## src/verilog/rti_pkg.sv

```systemverilog
// Overview of operation
// Count register at port F2 loads timer.
// Mode register at port F3 sets counting.
// Reset gives 1 ms tick without programming.
// Tick feeds local interrupt controller request.
// Local controller merges requests into level seven.
// Controllers latch requests during foreign bus ownership.
// Variant gates which resources foreign masters reach.
// Polling host keeps level seven masked.
// Periodic mode reloads count, pulses tick.
package rti_pkg;

    localparam logic [7:0]  RTI_PORT_COUNT   = 8'hF2;
    localparam logic [7:0]  RTI_PORT_MODE    = 8'hF3;
    localparam logic [7:0]  RTI_PORT_LIC_REQ = 8'hF4;
    localparam logic [7:0]  RTI_PORT_LIC_MSK = 8'hF5;

    localparam int          RTI_CLK_HZ       = 50000000;
    localparam int          RTI_TIMER_HZ     = 1000000;
    localparam int          RTI_PRESCALE     = RTI_CLK_HZ / RTI_TIMER_HZ;
    localparam int          RTI_PERIOD_US    = 1000;

    localparam logic [7:0]  RTI_RST_COUNT    = 8'hFA;
    localparam logic [7:0]  RTI_RST_EXTRA    = 8'h04;
    localparam logic [5:0]  RTI_PRE_LAST     = 6'(RTI_PRESCALE - 1);
    localparam logic [15:0] RTI_RST_RELOAD   = 16'(RTI_PERIOD_US);

    localparam logic [7:0]  RTI_RST_MODE     = 8'h34;
    localparam int          RTI_MODE_LSB     = 1;
    localparam logic [2:0]  RTI_MODE_ONESHOT = 3'h0;
    localparam logic [2:0]  RTI_MODE_RATE    = 3'h2;
    localparam logic [2:0]  RTI_MODE_SQUARE  = 3'h3;

    localparam int          RTI_NREQ         = 8;
    localparam int          RTI_REQ_TICK     = 0;
    localparam int          RTI_REQ_IOC      = 1;
    localparam int          RTI_REQ_PIO      = 2;
    localparam logic [7:0]  RTI_RST_MASK     = 8'hFF;

    typedef enum logic [1:0] {
        RTI_ST_IDLE = 2'b00,
        RTI_ST_RUN  = 2'b01,
        RTI_ST_DONE = 2'b10
    } rti_state_t;

    function automatic logic rti_periodic(input logic [7:0] mode);
        logic [2:0] m;
        m = mode[RTI_MODE_LSB +: 3];
        return (m[1:0] == RTI_MODE_RATE[1:0]);
    endfunction : rti_periodic

endpackage : rti_pkg

```

## src/verilog/rti_tick_if.sv

```systemverilog
`timescale 1ns/1ps
interface rti_tick_if;
    logic        load;
    logic [15:0] reload;
    logic [7:0]  mode;
    logic        tick;
    modport ctl (output load, output reload, output mode, input tick);
    modport tmr (input load, input reload, input mode, output tick);
endinterface : rti_tick_if

```

## src/verilog/rti_counter.sv

```systemverilog
`timescale 1ns/1ps
module rti_counter
    import rti_pkg::*;
(
    input wire logic   sys_clk,
    input wire logic   reset_n,
    rti_tick_if.tmr    bus
);

    // ***************************************************************
    // Prescaler and down counter.
    // ***************************************************************
    logic [5:0]  pre_q,   pre_d;
    logic [15:0] cnt_q,   cnt_d;
    logic        tick_q,  tick_d;
    rti_state_t  state_q, state_d;

    always_comb begin
        pre_d   = pre_q;
        cnt_d   = cnt_q;
        tick_d  = 1'b0;
        state_d = state_q;
        if (bus.load) begin
            pre_d   = '0;
            cnt_d   = bus.reload;
            state_d = RTI_ST_RUN;
        end else if (state_q == RTI_ST_RUN) begin
            pre_d = (pre_q == RTI_PRE_LAST) ? 6'h00 : pre_q + 6'h01;
            if (pre_q == RTI_PRE_LAST) begin
                if (cnt_q <= 16'h0001) begin
                    tick_d = 1'b1;
                    if (rti_periodic(bus.mode)) begin
                        cnt_d = bus.reload;
                    end else begin
                        state_d = RTI_ST_DONE;
                    end
                end else begin
                    cnt_d = cnt_q - 16'h0001;
                end
            end
        end
    end

    always_ff @(posedge sys_clk or negedge reset_n) begin
        if (!reset_n) begin
            pre_q   <= '0;
            cnt_q   <= RTI_RST_RELOAD;
            tick_q  <= 1'b0;
            state_q <= RTI_ST_RUN;
        end else begin
            pre_q   <= pre_d;
            cnt_q   <= cnt_d;
            tick_q  <= tick_d;
            state_q <= state_d;
        end
    end

    assign bus.tick = tick_q;

endmodule : rti_counter

```

## src/verilog/rti_timer.sv

```systemverilog
`timescale 1ns/1ps
module rti_timer
    import rti_pkg::*;
(
    input  wire logic       sys_clk,
    input  wire logic       reset_n,
    input  wire logic       newer_processor_card,
    input  wire logic       local_owner,
    input  wire logic       io_wr,
    input  wire logic       io_rd,
    input  wire logic [7:0] io_addr,
    input  wire logic [7:0] io_wdata,
    input  wire logic       io_controller_subsystem_req,
    input  wire logic       parallel_io_subsystem_req,
    input  wire logic [4:0] onboard_req,
    output logic      [7:0] io_rdata,
    output logic            io_ack,
    output logic            rtc_tick,
    output logic            level7_int
);

    // ***************************************************************
    // Port decoding.
    // ***************************************************************
    typedef enum logic [2:0] {
        RTI_SEL_NONE  = 3'b000,
        RTI_SEL_COUNT = 3'b001,
        RTI_SEL_MODE  = 3'b010,
        RTI_SEL_REQ   = 3'b011,
        RTI_SEL_MASK  = 3'b100
    } rti_sel_t;

    function automatic rti_sel_t rti_decode(input logic [7:0] addr);
        rti_sel_t sel_v;
        unique case (addr)
            RTI_PORT_COUNT:   sel_v = RTI_SEL_COUNT;
            RTI_PORT_MODE:    sel_v = RTI_SEL_MODE;
            RTI_PORT_LIC_REQ: sel_v = RTI_SEL_REQ;
            RTI_PORT_LIC_MSK: sel_v = RTI_SEL_MASK;
            default:          sel_v = RTI_SEL_NONE;
        endcase
        return sel_v;
    endfunction : rti_decode

    // True for the ports of the local interrupt controller.
    function automatic logic rti_ctl_port(input rti_sel_t s);
        return (s == RTI_SEL_REQ) || (s == RTI_SEL_MASK);
    endfunction : rti_ctl_port

    // ***************************************************************
    // Access gate for the host and foreign masters.
    // ***************************************************************
    logic        ok;
    logic        wr_ok;
    logic        rd_ok;
    rti_sel_t    sel;

    assign ok    = local_owner | newer_processor_card;
    assign wr_ok = io_wr & ok;
    assign rd_ok = io_rd & ok;
    assign sel   = rti_decode(io_addr);

    // ***************************************************************
    // Interval counter.
    // ***************************************************************
    rti_tick_if tif ();

    rti_counter u_counter (
        .sys_clk (sys_clk),
        .reset_n (reset_n),
        .bus     (tif.tmr)
    );

    // ***************************************************************
    // Count and mode registers.
    // ***************************************************************
    logic [7:0]  count_q, count_d;
    logic [7:0]  mode_q,  mode_d;
    logic        load_q,  load_d;

    always_comb begin
        count_d = count_q;
        mode_d  = mode_q;
        load_d  = 1'b0;
        if (wr_ok) begin
            unique case (sel)
                RTI_SEL_COUNT: begin
                    count_d = io_wdata;
                    load_d  = 1'b1;
                end
                RTI_SEL_MODE: begin
                    mode_d = io_wdata;
                end
                default: begin
                    load_d = 1'b0;
                end
            endcase
        end
    end

    always_ff @(posedge sys_clk or negedge reset_n) begin
        if (!reset_n) begin
            count_q <= RTI_RST_COUNT;
            mode_q  <= RTI_RST_MODE;
            load_q  <= 1'b0;
        end else begin
            count_q <= count_d;
            mode_q  <= mode_d;
            load_q  <= load_d;
        end
    end

    assign tif.load   = load_q;
    assign tif.reload = (count_q == RTI_RST_COUNT)
                        ? RTI_RST_RELOAD : {8'h00, count_q};
    assign tif.mode   = mode_q;

    // ***************************************************************
    // Local interrupt controller: request latch and mask.
    // ***************************************************************
    logic [7:0]  src;
    logic        clr_req;
    logic [7:0]  clr_mask;
    logic [7:0]  req_q,   req_d;
    logic [7:0]  msk_q,   msk_d;

    // Sources: tick, both io subsystems, on-board lines.
    assign src = {onboard_req, parallel_io_subsystem_req,
                  io_controller_subsystem_req, tif.tick};
    assign clr_req  = wr_ok && (sel == RTI_SEL_REQ);
    assign clr_mask = {RTI_NREQ{clr_req}} & io_wdata;

    // A new request wins over a clear in the same cycle.
    genvar gi;
    generate
        for (gi = 0; gi < RTI_NREQ; gi = gi + 1) begin : g_req
            assign req_d[gi] = src[gi] | (req_q[gi] & ~clr_mask[gi]);
        end
    endgenerate

    always_comb begin
        msk_d = msk_q;
        if (wr_ok && (sel == RTI_SEL_MASK)) begin
            msk_d = io_wdata;
        end
    end

    always_ff @(posedge sys_clk or negedge reset_n) begin
        if (!reset_n) begin
            req_q <= '0;
            msk_q <= RTI_RST_MASK;
        end else begin
            req_q <= req_d;
            msk_q <= msk_d;
        end
    end

    // ***************************************************************
    // Host answer: acknowledge and read data.
    // ***************************************************************
    logic [7:0]  rd_q,    rd_d;
    logic        ack_q,   ack_d;

    always_comb begin
        ack_d = 1'b0;
        rd_d  = rd_q;
        if (wr_ok) begin
            unique case (sel)
                RTI_SEL_COUNT: ack_d = 1'b1;
                RTI_SEL_MODE:  ack_d = 1'b1;
                default:       ack_d = rti_ctl_port(sel) & local_owner;
            endcase
        end
        if (rd_ok) begin
            unique case (sel)
                RTI_SEL_COUNT: rd_d = count_q;
                RTI_SEL_REQ:   rd_d = req_q;
                default:       rd_d = 8'h00;
            endcase
            ack_d = 1'b1;
        end
    end

    always_ff @(posedge sys_clk or negedge reset_n) begin
        if (!reset_n) begin
            rd_q  <= '0;
            ack_q <= 1'b0;
        end else begin
            rd_q  <= rd_d;
            ack_q <= ack_d;
        end
    end

    // ***************************************************************
    // Level seven interrupt.
    // ***************************************************************
    logic        irq_q,   irq_d;

    always_comb begin
        irq_d = |(req_q & ~msk_q);
    end

    always_ff @(posedge sys_clk or negedge reset_n) begin
        if (!reset_n) begin
            irq_q <= 1'b0;
        end else begin
            irq_q <= irq_d;
        end
    end

    // ***************************************************************
    // Tick output.
    // ***************************************************************
    logic        tick_q,  tick_d;

    always_comb begin
        tick_d = tif.tick;
    end

    always_ff @(posedge sys_clk or negedge reset_n) begin
        if (!reset_n) begin
            tick_q <= 1'b0;
        end else begin
            tick_q <= tick_d;
        end
    end

    assign io_rdata   = rd_q;
    assign io_ack     = ack_q;
    assign rtc_tick   = tick_q;
    assign level7_int = irq_q;

endmodule : rti_timer

```

## config.mk

```make
export PLATFORM = sky130hd
export DESIGN_NAME = rti_timer
export DESIGN_NICKNAME = d
export VERILOG_FILES = /design/src/verilog/rti_pkg.sv /design/src/verilog/rti_tick_if.sv /design/src/verilog/rti_counter.sv /design/src/verilog/rti_timer.sv
export SDC_FILE = /design/constraint.sdc
export NUM_CORES = 1
export LEC_CHECK = 0
export ABC_AREA = 1
export BUFFER_PORTS_ARGS = -buffer_cell sky130_fd_sc_hd__buf_4
export CORE_ASPECT_RATIO = 0.6
export CORE_MARGIN = 5
export CORE_UTILIZATION = 45
export CTS_CLUSTER_SIZE = 30
export DETAILED_ROUTE_END_ITERATION = 12
export PLACE_DENSITY = 0.72
export SYNTH_ARGS = -nofsm -noshare
export SYNTH_HDL_FRONTEND = slang
export SYNTH_HIERARCHICAL = 1
export SYNTH_SLANG_ARGS = --single-unit
export TNS_END_PERCENT = 1
```

## constraint.sdc

```tcl
create_clock -name sys_clk -period 2.5 [get_ports sys_clk]
set_clock_uncertainty 0.2 [all_clocks]
set_input_delay 0.25 -clock sys_clk [delete_from_list [all_inputs] [get_ports sys_clk]]
set_output_delay 0.25 -clock sys_clk [all_outputs]
set_load 0.005 [all_outputs]
```

# After elaboration in Yosys (flattened, before gate mapping)
# Index checks and enable logic that the tools add are counted.
# totals
regBits	64
out_inout_bits	11
elab_cells	98
# op_classes
add_sub_neg	2
magnitude_cmp	1
n_bitwise	31
mux	25
eq_ne	14
n_reduce_logical	12
# ops
op	count
16-bit two-way mux	5
8-bit == test (second input constant)	5
6-bit two-way mux	3
8-bit bitwise AND	2
16-bit by 1-bit <= comparator with 1-bit output (second input constant)	1
8-bit one-hot mux with 2 select lines	1
16-bit by 1-bit subtractor with 16-bit output (second input constant)	1
3-bit one-hot mux with 4 select lines	1
1-bit bitwise AND	11
10-bit two-way mux	1
2-bit two-way mux	5
1-bit two-way mux	9
1-bit OR	9
1-bit NOT	8
8-bit NOT	1
8-bit OR reduction	1
6-bit by 1-bit adder with 6-bit output (second input constant)	1
3-bit by 2-bit == test with 1-bit output (second input constant)	2
6-bit == test (second input constant)	1
2-bit nonzero test	3
2-bit AND reduction	2
4-bit AND reduction	1
3-bit by 1-bit == test with 1-bit output (second input constant)	1
3-bit == test (second input constant)	1
8 further kinds	9

# Logic depth before layout (Yosys ltp)
# Gate-level depths: netlist of run 1.
# logic_depth
depth_word	8
mapped_depth	11
ltp_nobuf	11

# Hierarchy
# The synthesis of run 1 kept the hierarchy.
# modules_own_cells
module	n_inst	area_per_inst_um2	seq_area_each_um2	cells_each
rti_timer	1	2174.6	1122.3	229
rti_counter	1	1898.1	634.4	279

# Worst setup path after synthesis of run 1
# Ideal clock, no wire load.
# synth_path
path_type	reg2reg
start	register u_counter.cnt_q[0]
end	register u_counter.cnt_q[14]
arrival_ns	1.510
setup_slack_ns	0.674
required_time_ns	2.184
stages_incl_launch_ff	11
setup_time_ns	0.116
path_cell_list	dfrtp_1 inv_1 ha_1 nand2_4 a21oi_4 nand4_2 nand2_4 inv_4 buf_6 nand2_2 nand2_1
# synth_between
elab_chain_cells	5
elab_cells_between_ends	8
# synth_rtl
item	line_no	text
start, declared	rti_counter.sv:14	logic [15:0] cnt_q, cnt_d;
start signal, assigned	rti_counter.sv:52	cnt_q <= cnt_d;
16-bit by 1-bit subtractor with 16-bit output / 16-bit by 1-bit <= comparator with 1-bit output (equally long branches)	rti_counter.sv:38, rti_counter.sv:30	
16-bit two-way mux	rti_counter.sv:30	if (cnt_q <= 16'h0001) begin
16-bit two-way mux	rti_counter.sv:29	if (pre_q == RTI_PRE_LAST) begin
16-bit two-way mux	rti_counter.sv:27	end else if (state_q == RTI_ST_RUN) begin
16-bit two-way mux	rti_counter.sv:23	if (bus.load) begin
# Several ways; a longest one is shown, not always the timed one. The select of a mux whose other input is x is not followed.
# A chain may end at the register's enable or synchronous reset.

# Worst setup path in the final report of run 1
# layout_path
start	register u_counter.cnt_q[0]
end	register u_counter.cnt_q[9]
# The elaborated chain is that of the path after synthesis.

==> summary.md, run 1 <==
| Metric | Value |
|---|---|
| Drt first pass iters | `5` |
| Post-DP HPWL | `6570 µm` |
| Port bufs | `39` |
| Root Buffer | `clkbuf_16` |
| Clock buffer depth | `2` |
| CTS tree | `yes` |
| Initial antenna violation count | `0` |
| Worst setup path class | `flop to flop` |
| Final setup viols | `0` |
| F_max | `0.463 GHz` |
| Die W | `129 µm` |
| Iter 0 DRT Violations | `171` |
| Avg Cell Area, Syn | `7.85 µm²` |
| Setup bufs post-CTS | `0` |
| Diodes inserted | `0` |
| Routed Antenna Nets | `0` |
| Cell leakage power | `2.31 nW` |
| CP required | `2.58 ns` |
| Maxcap violations | `0` |
| Wire per inst | `13.9 µm` |
| Synthesized instance count | `490` |
| Die height | `81.6 µm` |
| First-pass GRT wire length | `16100 µm` |
| Post-synthesis cell area | `0.00384 mm²` |
| Worst slew pin tran | `0.803 ns` |
| DRC errors left | `0` |
| Clk Latency, worst-skew pair | `0.34 ns` |
| Final instance area | `0.00463 mm²` |
| RD Place Congestion | `0.922` |
| Final hold vios | `0` |
| Final Cycle Share | `0.865` |
| CTS Buf Count | `9` |
| Max-slew violation count | `0` |
| Leading cell type in the layout, fill and taps excluded | `nand2_1` |
| Ys Warns | `6` |
| Overall power | `2.76 mW` |
| Core area | `0.00843 mm²` |
| Core Util, Final | `0.549` |
| CP dominant cell by count | `nand2_1` |
| Met2 usage | `0.286` |
| Busiest grt layer | `met2` |
| Clock-pin slew on the worst setup and hold paths | `0.05 ns` |
| Biggest cell delay along the critical path | `0.39 ns` |
| Worst path arrival time | `2.24 ns` |
| Worst vdd ir | `0.435 mV` |
| Pwr Density | `597 mW/mm²` |
| CP Cell Sequence | `inv_1 -> ha_1 -> nand2_4 -> a21oi_4 -> nand2_2 -> nand2_4 -> nand2_1 -> nand2_1 -> nand2_1 -> nand2_1` |
| CP Max Fanout | `17` |
| Vias in the first global route | `3291` |
| Final min period | `2.16 ns` |
| Fillers | `774` |
| Hold Slack | `0.0176 ns` |
| Worst path top cell family by delay | `simple AND/OR/NAND/NOR gates` |
| # H-tree levels | `3` |
| Nets | `578` |
| Resized cells post-CTS | `0` |
| Commonest non-fill, non-tap cells in the layout | `nand2_1 (188), inv_1 (41), dfrtp_1 (41), buf_4 (41), nor2_1 (34)` |
| Met3 Use GR | `0.0539` |
| DP Area | `0.00418 mm²` |
| Worst setup SP type | `flop` |
| Die area | `0.0106 mm²` |
| Status | `finished, final reports clean` |
| CP max-delay cell | `dfrtp_1` |
| Share of post-route cells with drive strength above 1 | `0.260` |
| # clock sinks | `63` |
| Initial Utilization | `0.456` |
| Total negative setup slack | `0 ns` |
| Std-Cell Rows | `26` |
| GRT overflow | `0` |
| Area growth syn-to-layout | `20.3%` |
| CP Capture Type | `flop` |
| Total global-route track usage | `0.195` |
| Routed WL | `9210 µm` |
| Worst Hold Class | `input port to flop` |
| Slew margin rel. | `0.464` |
| Vias | `3315` |
| I/O pin cnt | `40` |
| WP buf/inv | `1` |
| Met1 Usage GRT | `0.280` |
| Vias per cell | `5.01` |
| Largest net degree at the start of global routing | `64` |
| RSZ-0062 raised after global routing | `no` |
[per-layer routing]
| layer | part of all wire | up-vias |
|---|---|---|
| met5 | 0 | - |
| met4 | 0.0094 | 0 |
| met3 | 0.052 | 10 |
| met2 | 0.42 | 80 |
| met1 | 0.52 | 1583 |
| li1 | - | 1642 |
[state kept, by name (all words and copies together) (netlist names), 2 cells and up]
| register | flops |
|---|---|
| req_q | 8 |
| u_counter/pre_q | 6 |
| io_rdata | 8 |
| u_counter/cnt_q | 16 |
| u_counter/state_q | 2 |
| mode_q | 2 |
| msk_q | 8 |
| count_q | 8 |
[where the power goes]
| part | switching [mW] | internal [mW] |
|---|---|---|
| clock network | 0.454 | 0.896 |
| logic | 0.165 | 0.123 |
| registers | 0.0498 | 1.08 |
| total | 0.669 | 2.10 |
[worst paths after layout]
check / startpoint / end / slack, ns / cells after the start
worst max-delay path: u_counter/cnt_q[0] / u_counter/cnt_q[9] / 0.34 / 10
worst min-delay path: io_wdata[7] / count_q[7] / 0.02 / 3
worst max register to register: u_counter/cnt_q[0] / u_counter/cnt_q[9] / 0.34 / 10
worst min register to register: u_counter/bus.tick / rtc_tick / 0.22 / 0
max in group asynchronous: reset_n / u_counter/cnt_q[10] / 1.23 / 2
min in group asynchronous: reset_n / io_ack / 0.35 / 2
[area by class of cell]
cell class	count	area (µm²)	area share
multi-input combinational	371	1950	0.422
sequential	63	1600	0.347
timing repair buffer	54	438	0.0946
clock buffer	12	246	0.0533
inverter	46	178	0.0384
tap	112	140	0.0303
clock inverter	4	70.1	0.0151
[worst register-to-register path, cell delays in order, from the launching register on]
cell     delay, ns
dfrtp_1       0.39
inv_1         0.14
ha_1          0.33
nand2_4       0.14
a21oi_4       0.16
nand2_2       0.18
nand2_4       0.28
nand2_1       0.09
nand2_1       0.07
nand2_1       0.05
nand2_1       0.07
[repair_timing]
item                       in CTS  in global routing
hold buffers                   13                  0
hold endpoints to repair       54                  0
setup endpoints to repair       0                  0
[through the flow]
step           instances  worst slack [ns]
5_1_grt              662             0.147
3_5_place_dp         633             0.384
2_1_floorplan        495             0.674
4_1_cts              662             0.357
3_3_place_gp         633             0.499
6_report             662             0.339
(Power assumes the default switching activity.)
==> run 2, diff against run 1 <==
==> constraint.sdc (replaced) <==
create_clock -name sys_clk -period 2.5 [get_ports sys_clk]
set_clock_uncertainty 0.2 [all_clocks]
set_input_delay 0.125 -clock sys_clk [delete_from_list [all_inputs] [get_ports sys_clk]]
set_output_delay 0.125 -clock sys_clk [all_outputs]
set_load 0.005 [all_outputs]
==> run 2 against run 1 <==
Compared with the run above:
- global-route usage is 0.55 points lower
- sequential cell count stayed put
- worst setup slack better by 0.00092 ns
- maximum frequency hardly changed
- largest cell class unchanged
==> summary.md, run 2 (synthesis gave the netlist of run 1 again) <==
| Metric | Value |
|---|---|
| Root Buffer | `clkbuf_16` |
| R2r worst-path depth | `10` |
| Pwr Density | `582 mW/mm²` |
| Slew margin rel. | `0.452` |
| CTS tree | `yes` |
| DRC errors left | `0` |
| Worst setup path class | `flop to flop` |
| RR Startpoint | `u_counter/cnt_q[0]` |
| Placed cells | `633` |
| Clock-pin slew on the worst setup and hold paths | `0.06 ns` |
| Port bufs | `39` |
| Wire per inst | `13.3 µm` |
| Clock buffer depth | `2` |
| Vias in the first global route | `3244` |
| # H-tree levels | `3` |
| Register Area | `0.00160 mm²` |
| Hold path start | `io_addr[3]` |
| Largest net degree at the start of global routing | `64` |
| Worst vdd ir | `0.336 mV` |
| Worst setup SP type | `flop` |
| Switch share | `0.243` |
| FF-to-FF End | `u_counter/cnt_q[9]` |
| F_max | `0.463 GHz` |
| Share of post-route cells with drive strength above 1 | `0.258` |
| Commonest non-fill, non-tap cells in the layout | `nand2_1 (188), inv_1 (41), dfrtp_1 (41), buf_4 (41), nor2_1 (34)` |
| Area occupied by multi-input gates | `0.00195 mm²` |
| Core Util, Final | `0.558` |
| Die height | `81.6 µm` |
| Die area | `0.0106 mm²` |
| Biggest register | `u_counter/cnt_q` |
| Core area | `0.00843 mm²` |
| RD Place Congestion | `0.922` |
| Final instance area | `0.00470 mm²` |
| Total negative setup slack | `0 ns` |
| Vias per cell | `4.93` |
| Combinational power share | `0.107` |
| Initial Utilization | `0.456` |
| Overall power | `2.74 mW` |
| Clock power share | `0.483` |
| Hold path endpoint | `mode_q[2]` |
| Die W | `129 µm` |
| Post-DP HPWL | `6500 µm` |
| CP required | `2.57 ns` |
| Std-Cell Rows | `26` |
| Clk Latency, worst-skew pair | `0.33 ns` |
| Cell leakage power | `2.34 nW` |
| Final hold vios | `0` |
| Total global-route track usage | `0.190` |
| CP Max Fanout | `17` |
| I/O pin cnt | `40` |
| Maxcap violations | `0` |
| Worst path arrival time | `2.23 ns` |
| CTS Buf Count | `9` |
| Sequential share of power | `0.410` |
| Final min period | `2.16 ns` |
| Status | `finished, final reports clean` |
| Routed Antenna Nets | `0` |
| Iter 0 DRT Violations | `308` |
| Nets | `586` |
| Worst hold stages | `6` |
| Leading cell type in the layout, fill and taps excluded | `nand2_1` |
| Internal power | `2.07 mW` |
| Area growth syn-to-layout | `22.4%` |
| Switching pwr | `0.665 mW` |
| Fillers | `734` |
| # clock sinks | `63` |
| Register-to-Register Setup Slack | `0.34 ns` |
| Max reg flops | `16` |
| Layout Cells excl Fill | `670` |
| Final setup viols | `0` |
| GRT overflow | `0` |
| First-pass GRT wire length | `15800 µm` |
| RSZ-0062 raised after global routing | `no` |
| Max-slew violation count | `0` |
| Routed WL | `8930 µm` |
| CP Capture Type | `flop` |
| Worst Hold Class | `input port to flop` |
| Final Cycle Share | `0.864` |
| DP Area | `0.00418 mm²` |
| Drt first pass iters | `5` |
| Diodes inserted | `0` |
| Vias | `3303` |
| Initial antenna violation count | `0` |
| Worst slew pin tran | `0.822 ns` |
[run 2: cell count changes in the layout (fill, tap and decap cells not counted)]
cell / delta
clkbuf_1: -1
dlygate4sd3_1: +8
clkbuf_8: -1
clkinvlp_4: +2
[run 2: cell type report]
type	instances	share of cell area
tap	112	0.0298
clock inverter	6	0.0181
clock buffer	10	0.0487
multi-input combinational	371	0.415
timing repair buffer	62	0.110
inverter	46	0.0378
sequential	63	0.341
[run 2: routing by layer]
metal	up-vias	track usage	wire length (µm)
li1	1663	-	-
met1	1539	0.271	4480
met2	96	0.288	3800
met3	5	0.0494	585
met4	0	0.0472	68
met5	-	0	0
[run 2: worst max-delay path by stage]
stage,from,endpoint,slack (ns),cells after the start
2_1_floorplan,u_counter/cnt_q[0],u_counter/cnt_q[14],0.67,10
3_3_place_gp,u_counter/cnt_q[0],u_counter/cnt_q[9],0.50,10
3_5_place_dp,u_counter/cnt_q[0],u_counter/cnt_q[9],0.38,10
4_1_cts,u_counter/cnt_q[0],u_counter/cnt_q[9],0.36,10
5_1_grt,io_addr[0],io_ack,0.19,12
6_report,u_counter/cnt_q[0],u_counter/cnt_q[9],0.34,10
[run 2: through the flow]
| step | hold WS [ns] | worst slack (ns) |
|---|---|---|
| 2_1_floorplan | -0.371 | 0.674 |
| 3_3_place_gp | 0.0583 | 0.499 |
| 3_5_place_dp | 0.0666 | 0.378 |
| 4_1_cts | 0.00626 | 0.362 |
| 5_1_grt | 0.0221 | 0.191 |
| 6_report | 0.00964 | 0.339 |
[run 2: repair_timing]
item                                    CTS  global route
hold buffers                             21             0
buffers inserted                          0             0
gates resized for setup                   0             0
hold endpoints to repair                 68             0
endpoints found under the setup margin    0             0
[run 2: power by group through the flow]
stage | sequential, mW | clock (mW) | combinational [mW]
2_1_floorplan | 1.13 | 0 | 0.171
3_3_place_gp | 1.14 | 0 | 0.259
3_5_place_dp | 1.14 | 0 | 0.268
4_1_cts | 1.12 | 1.35 | 0.296
5_1_grt | 1.13 | 1.40 | 0.333
6_report | 1.12 | 1.32 | 0.294
[run 2: critical path, cell delays in order (launching register included)]
cell and delay, ns:
dfrtp_1 0.39, inv_1 0.14, ha_1 0.32, nand2_4 0.13, a21oi_4 0.16, nand2_2 0.19
nand2_4 0.29, nand2_1 0.08, nand2_1 0.08, nand2_1 0.05, nand2_1 0.06
==> run 3, diff against run 2 <==
CORE_MARGIN = 2   (was 5)
clock period = 2.48 ns   (was 2.5 ns; I/O delays follow)
==> run 3 against run 2 <==
Compared with the run above:
- sequential share of layout area up 0.45 points
- cell count is 0.30% lower
- first-iteration DRC count decreased by 16%
- critical path depth increased by 2
- die area decreased by 12%
- global-route usage is 2.9 points higher
- sequential cell count stayed put
- core utilization down 0.51 points
- via count up 0.97%
- total power down 5.8%
- design area fell by 1.3%
- worst hold slack got worse by 0.0030 ns
- critical endpoint is now io_ack
==> summary.md, run 3 (synthesis gave the netlist of run 1 again) <==
| Metric | Value |
|---|---|
| Status | `finished, final reports clean` |
| Std-Cell Rows | `26` |
| Placed cells | `633` |
| First-pass GRT wire length | `15700 µm` |
| Die area | `0.00932 mm²` |
| Die height | `75.6 µm` |
| DRC errors left | `0` |
| RR Startpoint | `u_counter/cnt_q[0]` |
| Leading cell type in the layout, fill and taps excluded | `nand2_1` |
| Maxcap violations | `0` |
| Initial Utilization | `0.458` |
| Vias | `3335` |
| Final hold vios | `0` |
| Worst hold stages | `5` |
| Switch share | `0.246` |
| Switching pwr | `0.635 mW` |
| CTS tree | `yes` |
| Iter 0 DRT Violations | `260` |
| FF-to-FF End | `u_counter/cnt_q[9]` |
| Biggest register | `u_counter/cnt_q` |
| Slew margin rel. | `0.472` |
| Share of post-route cells with drive strength above 1 | `0.254` |
| Worst setup SP type | `input port` |
| R2r worst-path depth | `10` |
| Worst Hold Class | `input port to flop` |
| Nets | `584` |
| Port bufs | `39` |
| Die W | `123 µm` |
| Final min period | `2.18 ns` |
| Sequential share of power | `0.439` |
| Hold path start | `io_addr[4]` |
| Register-to-Register Setup Slack | `0.35 ns` |
| Worst vdd ir | `0.384 mV` |
| Layout Cells excl Fill | `668` |
| Routed Antenna Nets | `0` |
| Setup bufs post-CTS | `0` |
| CTS Buf Count | `9` |
| CP required | `2.54 ns` |
| Vias in the first global route | `3315` |
| Clk Latency, worst-skew pair | `0.33 ns` |
| Max reg flops | `16` |
| Drt first pass iters | `4` |
| Internal power | `1.95 mW` |
| Wire per inst | `13.3 µm` |
| Commonest non-fill, non-tap cells in the layout | `nand2_1 (188), inv_1 (41), dfrtp_1 (41), buf_4 (41), nor2_1 (34)` |
| Total global-route track usage | `0.219` |
| Clock power share | `0.447` |
| Worst slew pin tran | `0.792 ns` |
| Largest net degree at the start of global routing | `64` |
| Max-slew violation count | `0` |
| Clock buffer depth | `2` |
| Combinational power share | `0.114` |
| Worst path arrival time | `2.24 ns` |
| Core area | `0.00839 mm²` |
| Diodes inserted | `0` |
| RSZ-0062 raised after global routing | `no` |
| Pwr Density | `556 mW/mm²` |
| Cell leakage power | `2.31 nW` |
| Clock-pin slew on the worst setup and hold paths | `0.05 ns` |
| GRT overflow | `0` |
| # H-tree levels | `3` |
| Root Buffer | `clkbuf_16` |
| F_max | `0.458 GHz` |
| Vias per cell | `4.99` |
| Post-DP HPWL | `6270 µm` |
| # clock sinks | `63` |
| I/O pin cnt | `40` |
| Routed WL | `8880 µm` |
| Worst setup path class | `input port to flop` |
| Total negative setup slack | `0 ns` |
| Final Cycle Share | `0.880` |
| Hold path endpoint | `mode_q[2]` |
| CP Max Fanout | `17` |
| Final setup viols | `0` |
| Initial antenna violation count | `0` |
| Area growth syn-to-layout | `20.8%` |
| RD Place Congestion | `0.949` |
| CP Capture Type | `flop` |
==> run 3: through the flow <==
| step | utilization | hold slack, ns | worst slack (ns) | instance area (µm²) | power [mW] |
|---|---|---|---|---|---|
| floorplan | - | -0.372 | 0.654 | 3860 | 1.31 |
| finish | 0.553 | 0.00662 | 0.297 | 4640 | 2.58 |
| global placement | 0.498 | 0.0593 | 0.475 | 4180 | 1.41 |
| global route | 0.553 | 0.0188 | 0.129 | 4640 | 2.70 |
| detailed placement | 0.498 | 0.0658 | 0.386 | 4180 | 1.42 |
| CTS | 0.553 | 0.00258 | 0.330 | 4640 | 2.60 |
==> run 3: final cells by class <==
class / instances / area [µm²]
Fill cell: 776 / 3750
Multi-Input combinational cell: 371 / 1950
Sequential cell: 63 / 1600
Timing Repair Buffer: 60 / 498
Clock buffer: 15 / 268
Inverter: 46 / 178
Tap cell: 112 / 140
Clock inverter: 1 / 5.00
==> run 3: per-layer routing <==
layer  vias to the layer above  GRT usage  wire [µm]
met1                      1552      0.313       4490
met5                         -          0          0
li1                       1656          -          -
met2                       116      0.332       3710
met3                        11     0.0576        600
met4                         0     0.0568         79
==> run 3: worst max-delay path, stage by stage <==
cell and delay, ns:
dlygate4sd3_1 0.54, buf_4 0.14, inv_1 0.11, nand2_1 0.10
nor2_2 0.13, nand2_2 0.24, nand2_1 0.12, nand2_1 0.05
nand2_1 0.05, nand2_1 0.05, nand2_1 0.05, dlygate4sd3_1 0.54
==> run 3: worst max path at each step <==
stage          slack [ns]  depth (start not counted)          startpoint             endpoint
2_1_floorplan        0.65                         10  u_counter/cnt_q[0]  u_counter/cnt_q[14]
3_3_place_gp         0.47                         10  u_counter/cnt_q[0]   u_counter/cnt_q[9]
3_5_place_dp         0.39                         10  u_counter/cnt_q[0]   u_counter/cnt_q[5]
4_1_cts              0.33                         12          io_addr[0]               io_ack
5_1_grt              0.13                         10  u_counter/cnt_q[0]   u_counter/cnt_q[9]
6_report             0.30                         12          io_addr[0]               io_ack
==> run 3: timing repair <==
action / 4_1_cts / 5_1_grt
resized for setup: 0 / 0
endpoints found under the hold margin: 68 / 0
hold buffers: 19 / 0
==> run 3: power by group through the flow <==
stage / sequential [mW] / combinational [mW] / clock [mW]
CTS: 1.13 / 0.297 / 1.17
global placement: 1.14 / 0.262 / 0
floorplan: 1.13 / 0.172 / 0
global route: 1.14 / 0.334 / 1.23
detailed placement: 1.15 / 0.270 / 0
finish: 1.13 / 0.295 / 1.15
